File: config.mk
export PLATFORM = sky130hd
export DESIGN_NAME = epg_port
export DESIGN_NICKNAME = d
export VERILOG_FILES = /design/src/core/epg_pkg.sv /design/src/core/epg_sync.sv /design/src/core/epg_port.sv
export SDC_FILE = /design/constraint.sdc
export NUM_CORES = 1
export LEC_CHECK = 0
export BUFFER_PORTS_ARGS = -buffer_cell sky130_fd_sc_hd__buf_2
export CORE_ASPECT_RATIO = 0.75
export CORE_MARGIN = 2
export CORE_UTILIZATION = 40
export CTS_CLUSTER_DIAMETER = 150
export DETAILED_ROUTE_END_ITERATION = 6
export PLACE_DENSITY_LB_ADDON = 0.2
export SYNTH_ARGS = -nofsm -noshare
export SYNTH_HDL_FRONTEND = slang
export SYNTH_SLANG_ARGS = --single-unit
File: constraint.sdc
create_clock -name clk -period 1.13 [get_ports clk]
set_input_delay 0.113 -clock clk [delete_from_list [all_inputs] [get_ports clk]]
set_output_delay 0.113 -clock clk [all_outputs]
set_load 0.02 [all_outputs]
File: src/core/epg_pkg.sv
// Constants for the eight-pin general purpose port
package epg_pkg;
    localparam int unsigned PIN_COUNT = 8;
    localparam logic [11:0] PIN_LEVEL_OFFSET = 12'h434;
    localparam logic [11:0] PIN_SETUP_OFFSET = 12'h438;
    localparam int unsigned DIR_LSB = 0;
    localparam int unsigned KEEPER_LSB = 8;
    localparam int unsigned PULL_LSB = 16;
    localparam int unsigned OUT_LEVEL_LSB = 0;
    localparam int unsigned SENSE_LSB = 8;
    localparam logic [23:0] SETUP_RESET = 24'h000000;
    localparam logic [7:0] OUT_LEVEL_RESET = 8'h00;
    localparam int unsigned SYNC_STAGES = 2;
endpackage

File: src/core/epg_sync.sv
// Two-flop synchroniser for the pin input levels
module epg_sync (
    // Clock and reset
    input wire logic clk,
    input wire logic arst_n,
    // Data
    input wire logic [7:0] async_in,
    output logic [7:0] sync_out
);
    logic [7:0] meta_q;
    logic [7:0] sync_q;

    always_ff @(posedge clk or negedge arst_n) begin
        if (!arst_n) begin
            meta_q <= 8'h00;
            sync_q <= 8'h00;
        end else begin
            meta_q <= async_in;
            sync_q <= meta_q;
        end
    end

    assign sync_out = sync_q;
endmodule

File: src/core/epg_port.sv
// Eight-pin general purpose port with setup and level registers
// Operation
// - Eight independent pins each have direction, keeper, pull, output and sense bits.
// - Setup bits 7:0 set direction, 0 input and 1 output.
// - Setup bits 15:8 pick keeper mode, 0 normal and 1 weak pull.
// - Setup bits 23:16 pick pull polarity, 0 down and 1 up.
// - A weak pull acts only when both keeper and direction bits of the pin are 1.
// - Level bits 7:0 hold driven levels and read back the last value written.
// - Level bits 15:8 are read-only sense bits showing each pin's synchronised level, output pins included.
// - Each level bit means 0 low and 1 high.
// - Reset clears the setup register and the low byte of the level register.
// - Both registers are reached through the configuration access port.
module epg_port (
    // Clock and reset
    input wire logic clk,
    input wire logic arst_n,
    // Configuration register access
    input wire logic [11:0] cfg_addr,
    input wire logic cfg_wr,
    input wire logic cfg_rd,
    input wire logic [31:0] cfg_wdata,
    output logic [31:0] cfg_rdata,
    // Pins
    input wire logic [7:0] pin_in,
    output logic [7:0] pin_out,
    output logic [7:0] pin_oe,
    output logic [7:0] pull_up_en,
    output logic [7:0] pull_down_en
);
    logic [23:0] setup_q;
    logic [7:0] out_level_q;
    logic [31:0] rdata_q;
    logic [7:0] pin_out_q;
    logic [7:0] pin_oe_q;
    logic [7:0] pull_up_q;
    logic [7:0] pull_down_q;
    logic [7:0] sense;

    // Full-width compare, so no alias appears at a partial offset
    function automatic logic reg_hit(input logic [11:0] addr, input logic [11:0] offset);
        return addr == offset;
    endfunction

    wire logic [7:0] direction = setup_q[epg_pkg::DIR_LSB +: 8];
    wire logic [7:0] keeper_select = setup_q[epg_pkg::KEEPER_LSB +: 8];
    wire logic [7:0] pull_polarity = setup_q[epg_pkg::PULL_LSB +: 8];
    wire logic sel_level = reg_hit(cfg_addr, epg_pkg::PIN_LEVEL_OFFSET);
    wire logic sel_setup = reg_hit(cfg_addr, epg_pkg::PIN_SETUP_OFFSET);
    // Weak pull only on output pins in keeper mode
    wire logic [7:0] pull_active = keeper_select & direction;
    // Sense bits show the synchronised pin for every pin, output pins included, with no mux on the drive
    wire logic [7:0] sense_view = sense;
    wire logic [31:0] level_word = {16'h0000, sense_view, out_level_q};
    wire logic [31:0] setup_word = {8'h00, setup_q};
    wire logic [31:0] rdata_d = sel_level ? level_word :
                                sel_setup ? setup_word : 32'h0000_0000;

    epg_sync u_sync (
        .clk(clk),
        .arst_n(arst_n),
        .async_in(pin_in),
        .sync_out(sense)
    );

    always_ff @(posedge clk or negedge arst_n) begin
        if (!arst_n) begin
            setup_q <= epg_pkg::SETUP_RESET;
            out_level_q <= epg_pkg::OUT_LEVEL_RESET;
        end else begin
            if (cfg_wr && sel_setup) begin
                setup_q <= cfg_wdata[23:0];
            end
            // Sense bits in the write data are dropped
            if (cfg_wr && sel_level) begin
                out_level_q <= cfg_wdata[7:0];
            end
        end
    end

    always_ff @(posedge clk or negedge arst_n) begin
        if (!arst_n) begin
            rdata_q <= 32'h0000_0000;
            pin_out_q <= 8'h00;
            pin_oe_q <= 8'h00;
            pull_up_q <= 8'h00;
            pull_down_q <= 8'h00;
        end else begin
            rdata_q <= cfg_rd ? rdata_d : 32'h0000_0000;
            pin_out_q <= out_level_q;
            pin_oe_q <= direction;
            pull_up_q <= pull_active & pull_polarity;
            pull_down_q <= pull_active & ~pull_polarity;
        end
    end

    assign cfg_rdata = rdata_q;
    assign pin_out = pin_out_q;
    assign pin_oe = pin_oe_q;
    assign pull_up_en = pull_up_q;
    assign pull_down_en = pull_down_q;

    property p_setup_write;
        @(posedge clk) disable iff (!arst_n)
        cfg_wr && sel_setup |=> setup_q == $past(cfg_wdata[23:0]);
    endproperty
    a_setup_write: assert property (p_setup_write) else $error("setup write lost");

    property p_level_write;
        @(posedge clk) disable iff (!arst_n)
        cfg_wr && sel_level |=> out_level_q == $past(cfg_wdata[7:0]);
    endproperty
    a_level_write: assert property (p_level_write) else $error("level write lost");

    property p_oe_follows;
        @(posedge clk) disable iff (!arst_n)
        cfg_wr && sel_setup |=> ##1 pin_oe == $past(cfg_wdata[7:0], 2);
    endproperty
    a_oe_follows: assert property (p_oe_follows) else $error("direction not applied");

    property p_pull_gate;
        @(posedge clk) disable iff (!arst_n)
        ((pull_up_en | pull_down_en) & ~$past(pull_active)) == 8'h00;
    endproperty
    a_pull_gate: assert property (p_pull_gate) else $error("pull without keeper and output");

    property p_pull_excl;
        @(posedge clk) disable iff (!arst_n)
        (pull_up_en & pull_down_en) == 8'h00;
    endproperty
    a_pull_excl: assert property (p_pull_excl) else $error("pull up and down together");

    property p_pull_keeper;
        @(posedge clk) disable iff (!arst_n)
        (pull_up_en | pull_down_en) == $past(keeper_select & direction);
    endproperty
    a_pull_keeper: assert property (p_pull_keeper) else $error("keeper mode ignored");

    property p_sense_sync;
        @(posedge clk) disable iff (!arst_n)
        // Synchroniser is cleared by reset, so look only once it has run two edges
        $past(arst_n, 2) |-> sense == $past(pin_in, 2);
    endproperty
    a_sense_sync: assert property (p_sense_sync) else $error("sense not two flops");

    property p_read_level;
        @(posedge clk) disable iff (!arst_n)
        cfg_rd && sel_level |=> cfg_rdata == {16'h0000, $past(sense), $past(out_level_q)};
    endproperty
    a_read_level: assert property (p_read_level) else $error("level read wrong");

    property p_pin_level;
        @(posedge clk) disable iff (!arst_n)
        pin_out == $past(out_level_q);
    endproperty
    a_pin_level: assert property (p_pin_level) else $error("pin level wrong");

    property p_oe_copy;
        @(posedge clk) disable iff (!arst_n)
        pin_oe == $past(direction);
    endproperty
    a_oe_copy: assert property (p_oe_copy) else $error("enable not direction");

    property p_pull_up_val;
        @(posedge clk) disable iff (!arst_n)
        pull_up_en == $past(pull_active & pull_polarity);
    endproperty
    a_pull_up_val: assert property (p_pull_up_val) else $error("pull up wrong");

    property p_pull_down_val;
        @(posedge clk) disable iff (!arst_n)
        pull_down_en == $past(pull_active & ~pull_polarity);
    endproperty
    a_pull_down_val: assert property (p_pull_down_val) else $error("pull down wrong");

    property p_pull_output;
        @(posedge clk) disable iff (!arst_n)
        ((pull_up_en | pull_down_en) & ~pin_oe) == 8'h00;
    endproperty
    a_pull_output: assert property (p_pull_output) else $error("pull on input");

    property p_level_hold;
        @(posedge clk) disable iff (!arst_n)
        !(cfg_wr && sel_level) |=> $stable(out_level_q);
    endproperty
    a_level_hold: assert property (p_level_hold) else $error("level changed");

    property p_setup_hold;
        @(posedge clk) disable iff (!arst_n)
        !(cfg_wr && sel_setup) |=> $stable(setup_q);
    endproperty
    a_setup_hold: assert property (p_setup_hold) else $error("setup changed");

    property p_read_setup;
        @(posedge clk) disable iff (!arst_n)
        cfg_rd && sel_setup |=> cfg_rdata == {8'h00, $past(setup_q)};
    endproperty
    a_read_setup: assert property (p_read_setup) else $error("setup read wrong");

    property p_read_idle;
        @(posedge clk) disable iff (!arst_n)
        !cfg_rd |=> cfg_rdata == 32'h0000_0000;
    endproperty
    a_read_idle: assert property (p_read_idle) else $error("idle data");

    // Reads off the map return zero rather than stale data
    property p_read_unmapped;
        @(posedge clk) disable iff (!arst_n)
        cfg_rd && !sel_level && !sel_setup |=> cfg_rdata == 32'h0000_0000;
    endproperty
    a_read_unmapped: assert property (p_read_unmapped) else $error("stray data");

    property p_upper_zero;
        @(posedge clk) disable iff (!arst_n)
        cfg_rdata[31:24] == 8'h00;
    endproperty
    a_upper_zero: assert property (p_upper_zero) else $error("upper bits set");

    c_setup_write: cover property (@(posedge clk) disable iff (!arst_n) cfg_wr && sel_setup);
    c_level_read: cover property (@(posedge clk) disable iff (!arst_n) cfg_rd && sel_level);
    c_pull_up: cover property (@(posedge clk) disable iff (!arst_n) pull_up_en != 8'h00);
    c_pull_down: cover property (@(posedge clk) disable iff (!arst_n) pull_down_en != 8'h00);
    c_unmapped_read: cover property (@(posedge clk) disable iff (!arst_n)
        cfg_rd && !sel_level && !sel_setup);
endmodule

# == After elaboration in Yosys (flattened, before gate mapping) ==
# Index checks and enable logic that the tools add are counted.
# word_totals
regBits,104
output_inout_bits,64
wordCells,20
inputBits,56
# classes
mux,3
bitwise_logic,4
n_reduce_logical,2
eq_ne,2
# ops
operator,n
24-bit two-way mux,3
8-bit bitwise AND,3
12-bit by 11-bit == test with 1-bit output (second input constant),2
8-bit inverter,1
1-bit logical AND,2

# == Depth between registers and ports, before layout ==
# Gate-level depths: netlist (run 1).
# logic_depth
depth_word,4
ltp_mapped,5

# == Hierarchy ==
# From an unflattened synthesis (run 1), not the netlist that was laid out.
# hier_totals
hier_cells,227
hier_area_um2,3603.5
# modules_own_cells
module,instances,area_each_um2,cells_each
epg_port,1,3203.1,211
epg_sync,1,400.4,16

# == Least setup slack after synthesis (run 1) ==
# OpenSTA, ideal clock, no wires.
# synth_timing
path_kind,input to register
start,in cfg_addr[1]
end,reg setup_q[10]
t_arrival_ns,1.159
path_stages,4
setup_slack_ns,-0.155
t_required_ns,1.005
setup_ns,0.125
path_cell_list,nor4_4 > nand4_4 > buf_6 > mux2_4
# synth_via
elab_chain_len,2
# synth_lines
item,line,rtl
"start, declared",epg_port.sv:18,"input wire logic [11:0] cfg_addr,"
12-bit by 11-bit == test with 1-bit output,epg_port.sv:41,return addr == offset;
1-bit logical AND,epg_port.sv:70,if (cfg_wr && sel_setup) begin
"end signal, assigned",epg_port.sv:67,setup_q <= epg_pkg::SETUP_RESET;
"end signal, assigned",epg_port.sv:71,setup_q <= cfg_wdata[23:0];
"end, declared",epg_port.sv:30,logic [23:0] setup_q;
# No other way between the ends.
# A chain may end at the register's enable or synchronous reset.

# == Final worst setup path (run 1) ==
# layout_timing
start,in cfg_addr[8]
end,reg setup_q[13]
# Same word-level chain as after synthesis.

==> qor.yml, run 1 <==
timing.final.hold_violations: 0
crit_start: "cfg_addr[8]"
yosys_warnings: 0
setup_viol: 0
drc: 0
grt_max_degree: 42
antenna_found_initial: 0
max_freq_mhz: 937
cp.required_ps: 1350
end_kind: "register"
critPathLaunchType: "input pin"
worstHoldStart: "cfg_wdata[21]"
clock-sinks: 104
ys_seq_elements: 104
post-cts-setup-buffers: 0
syn_to_final_growth_pct: 34.3
min_period_ps: 1070
post_drt_wl_per_cell_um: 15.4
hold_path.class: "in -> reg"
cts_buffer_depth: 2
tritoncts: "built"
maxCapViolCount: 0
htreeDepth: 3
slew_violations: 0
p_per_area_nw_per_um2: 1510
critPathTopFamily: "simple AND/OR/NAND/NOR gates"
initial_core_util_pct: 41.9
dieArea_um2: 9790
critPathMaxFanout: 24
drt_iter0_markers: 102
synth_area_um2: 3600
relSlewSlack_pct: 59.1
chipWidth_um: 114
outcome: "finished clean"
critPathKind: "in -> reg"
cts.clk_slew.worst_paths_ps: 70
io_pins: 120
yosysUniqueCellTypes: 20
placement.cell_area_um2: 4340
antenna_left: 0
grt_pass1_wl_mm: 11.7
synth_seq_area_share_pct: 72.2
clk_latency_ps: 340
fin_ws_ps: 62.4
gp_routability_congestion: 0.727
final_cell_mix: "104 x dfrtp_1, 102 x buf_2, 24 x nor2_1"
crit_buf_inv: 2
stdcell_count: 476
dpl.cell_count: 442
ys.flop_type: "dfrtp_1"
cp_slowest_stage_delay_ps: 400
fin_tns_setup_ps: 0
synth_edf_count: 0
vias: 2217
r2r-start: "setup_q[0]"
via_per_inst: 4.66
port_buffers: 103
slowest_stage: "nor4_4"
wl_mm: 7.31
avgSynthCellArea_um2: 15.9
final_common_cell: "dfrtp_1"
dr.pass1.iters: 4
antenna_cells: 0
cp.arrival_ps: 1290
grt.total_usage_pct: 15.8
std_cell_rows: 29
syn_inst: 227
worst_slew_pin_slew_ps: 613
core_area_um2: 8600
rsz0062_at_grt: "no"
critical_path.cell_chain: "buf_2 > nor4_4 > nand4_4 > buf_12 > mux2_4"
final_area_um2: 4840
grt_overflow: 0
power_leakage_nw: 2.72
cts_buffers: 9
place_ws_ps: -397
drive_above_1_share_pct: 45.9
timing.clock.skew_ps: 7.15
worst_ir_drop_vdd_uv: 718
async_reset_ff_share_pct: 100
root_buffer: "clkbuf_16"
finalCritPeriodShare_pct: 94.5
hpwlAfterDp_mm: 4.88
grt_pass1_vias: 2281
final_nets: 419
die_h_um: 86.2
final timing paths:
| check | end | slack (ps) | cells after the start |
|---|---|---|---|
| min in group asynchronous | cfg_rdata[15] | 150 | 2 |
| max in group asynchronous | setup_q[13] | 540 | 3 |
| worst max-delay path | setup_q[13] | 60 | 5 |
| worst min register to register | u_sync.sync_out[2] | 350 | 0 |
| worst min-delay path | setup_q[21] | 10 | 2 |
| worst max register to register | setup_q[0] | 280 | 1 |
layout make-up:
type | count | area, um2
Fill cell | 696 | 3760
Sequential cell | 104 | 2600
Multi-Input combinational cell | 115 | 940
Timing Repair Buffer | 133 | 851
Clock buffer | 9 | 225
Tap cell | 108 | 135
Clock inverter | 7 | 86.3
routing by layer:
metal | global-route usage, % | share of wire [%]
met5 | 0 | 0
met2 | 25.9 | 48
met4 | 3.99 | 0.26
met1 | 20.8 | 46
met3 | 4.97 | 5.9
Yosys cell counts (2+ instances only):
library cell  number  area [um2]
nor2_1            24        90.1
a22oi_1           16         120
buf_4              8        60.1
buf_6              2        22.5
and3b_1            2        17.5
mux2_4            20         300
mux2_2            12         135
nand2_1            8        30.0
nor2b_1            3        18.8
dfrtp_1          104        2600
and3_1            16         100
clkbuf_1           4        15.0
through the flow:
stage | hold slack, ps | utilization, % | total power [mW]
finish | 12.2 | 56.3 | 7.30
global route | 0.373 | 56.3 | 7.58
CTS | 3.26 | 56.2 | 7.39
detailed placement | -40.7 | 50.4 | 4.13
global placement | -40.8 | 50.4 | 4.13
floorplan | -183 | - | 3.93
repair_timing:
item                       in CTS  in global routing
hold buffers                   18                  0
resized for setup               1                  1
pin swaps                       0                  0
hold endpoints to repair      121                  0
gates cloned                    0                  0
setup endpoints to repair      14                  5
registers in the layout, indices dropped and copies added (netlist names):
name,cells
u_sync.meta_q,8
out_level_q,8
cfg_rdata,24
pin_oe,8
pull_down_en,8
u_sync.sync_out,8
pin_out,8
setup_q,24
pull_up_en,8
report_power, final:
part	switching (mW)	leakage, nW	internal [mW]
clock network	1.43	0.150	1.77
logic	0.185	1.16	0.153
registers	0.0125	1.42	3.75
total	1.63	2.72	5.68
kinds of logic after synthesis:
kind of cell           after synthesis  share of synthesized area (%)
AOI/OAI and AO/OA                   16                           3.33
other                                1                          0.104
buffers and inverters               15                           2.85
and+or+nand+nor                     59                           9.41
muxes                               32                           12.1
DFF                                104                           72.2
Power figures use the tool's default switching activity.
==> run 2, diff against run 1 <==
--- a/config.mk
+++ b/config.mk
@@ -11,7 +11,8 @@
 export CORE_UTILIZATION = 40
 export CTS_CLUSTER_DIAMETER = 150
 export DETAILED_ROUTE_END_ITERATION = 6
-export PLACE_DENSITY_LB_ADDON = 0.2
+export PLACE_DENSITY = 0.78
+export SETUP_SLACK_MARGIN = 0.15
 export SYNTH_ARGS = -nofsm -noshare
 export SYNTH_HDL_FRONTEND = slang
 export SYNTH_SLANG_ARGS = --single-unit
==> constraint.sdc (replaced) <==
create_clock -name clk -period 1.05 [get_ports clk]
set_input_delay 0.105 -clock clk [delete_from_list [all_inputs] [get_ports clk]]
set_output_delay 0.105 -clock clk [all_outputs]
set_load 0.02 [all_outputs]
==> qor.yml, run 2 (synthesized netlist as in run 1, its figures left out) <==
outcome: "finished clean"
fin_tns_setup_ps: 0
slew_violations: 0
max_freq_mhz: 963
pwr-share-comb_pct: 5.0
clk_latency_ps: 340
use_met3_pct: 6.08
place_ws_ps: -481
timing.final.hold_violations: 0
switching_share_pct: 19.6
crit_buf_inv: 4
min_period_ps: 1040
power.internal_mw: 6.70
finalCritPeriodShare_pct: 98.9
fin_ws_ps: 11.8
grt_overflow: 0
maxCapViolCount: 0
grtUsageMet2_pct: 29.5
dieArea_um2: 9790
end_kind: "register"
critical_path.cell_chain: "buf_8 > nor4_4 > buf_4 > buf_12 > nand4_4 > buf_8 > mux2_4"
chipWidth_um: 114
busiest_layer: "met2"
antenna_found_initial: 0
grt_max_degree: 39
std_cell_rows: 29
tritoncts: "built"
switchingPower_mw: 1.63
initial_core_util_pct: 41.9
clock-sinks: 104
timing.clock.skew_ps: 3.68
antenna_cells: 0
root_buffer: "clkbuf_16"
core_area_um2: 8600
vias: 2322
power_leakage_nw: 2.83
dr.pass1.iters: 5
die_h_um: 86.2
antenna_left: 0
critPathKind: "in -> reg"
drc: 0
p_seq_share_pct: 48.7
critPathMaxFanout: 8
pwr-share-clk_pct: 46.3
grt.total_usage_pct: 17.7
worst_slew_pin_slew_ps: 629
grt_pass1_vias: 2403
final_nets: 428
critPathTopFamily: "buffers and inverters"
via_per_inst: 4.79
post_drt_wl_per_cell_um: 16.9
p_per_area_nw_per_um2: 1550
hpwlAfterDp_mm: 5.06
cts_buffers: 9
final_common_cell: "dfrtp_1"
cp.required_ps: 1280
hold_path.class: "in -> reg"
drt_iter0_markers: 97
cp.arrival_ps: 1260
gp_routability_congestion: 0.732
slowest_stage: "mux2_4"
cts.clk_slew.worst_paths_ps: 70
wl_mm: 8.21
cp_common_cell: "buf_8"
drive_above_1_share_pct: 45.6
htreeDepth: 3
worst_ir_drop_vdd_uv: 955
relSlewSlack_pct: 58.0
cts_buffer_depth: 2
syn_to_final_growth_pct: 49.4
rsz0062_at_grt: "yes"
grt_use_met1_pct: 22.0
cp_slowest_stage_delay_ps: 300
grt_pass1_wl_mm: 12.8
critPathLaunchType: "input pin"
setup_viol: 0
port_buffers: 103
io_pins: 120
final_cell_mix: "104 x dfrtp_1, 57 x buf_6, 44 x buf_2"
==> run 2: cell count changes in the layout (fill, tap and decap cells not counted), sizes merged <==
cell / change
dlygate4sd3: +9
inv: -4
bufinv: +2
clkbuf: +2
==> run 2: area by class of cell <==
type / count / area, um2
Tap cell: 108 / 135
Fill cell: 635 / 3210
Sequential cell: 104 / 2600
Clock inverter: 5 / 103
Multi-Input combinational cell: 115 / 965
Clock buffer: 11 / 253
Timing Repair Buffer: 142 / 1330
==> run 2: power by group through the flow <==
stage | clock [mW] | sequential [mW] | combinational [mW]
after floorplan | 0 | 4.13 | 0.100
after global placement | 0 | 4.13 | 0.304
after detailed placement | 0 | 4.13 | 0.315
after CTS | 3.94 | 4.06 | 0.413
after global routing | 4.11 | 4.06 | 0.453
final | 3.86 | 4.06 | 0.413
==> run 2: repair_timing <==
item,in CTS,in global routing
buffers inserted,2,0
endpoints found under the hold margin,93,0
hold buffers,27,0
pin swaps,3,0
setup endpoints to repair,112,97
gates resized for setup,122,3
==> run 2: layer usage <==
layer,vias to the layer above,part of all wire [%]
met1,1166,42
met3,8,6.7
met5,-,0
li1,1054,-
met4,0,0.77
met2,94,51
==> run 2: stage by stage <==
| step | util (%) | cells | hold slack, ps | instance area [um2] | total power [mW] |
|---|---|---|---|---|---|
| global placement | 50.3 | 440 | 40.6 | 4320 | 4.44 |
| CTS | 62.5 | 485 | 0.872 | 5370 | 8.41 |
| global route | 62.6 | 485 | 1.47 | 5390 | 8.62 |
| finish | 62.6 | 485 | 14.5 | 5390 | 8.33 |
| detailed placement | 50.3 | 440 | 45.4 | 4320 | 4.45 |
| floorplan | - | 234 | -191 | 3640 | 4.23 |
==> run 2: worst paths after layout <==
| path | startpoint | endpoint | slack [ps] | cells after the start |
|---|---|---|---|---|
| worst min-delay path | cfg_wdata[16] | setup_q[16] | 10 | 2 |
| worst min register to register | u_sync.meta_q[4] | u_sync.sync_out[4] | 350 | 0 |
| min in group asynchronous | arst_n | pin_oe[7] | 230 | 2 |
| worst max register to register | setup_q[7] | setup_q[7] | 210 | 1 |
| worst max-delay path | cfg_addr[1] | out_level_q[6] | 10 | 7 |
| max in group asynchronous | arst_n | out_level_q[4] | 290 | 3 |
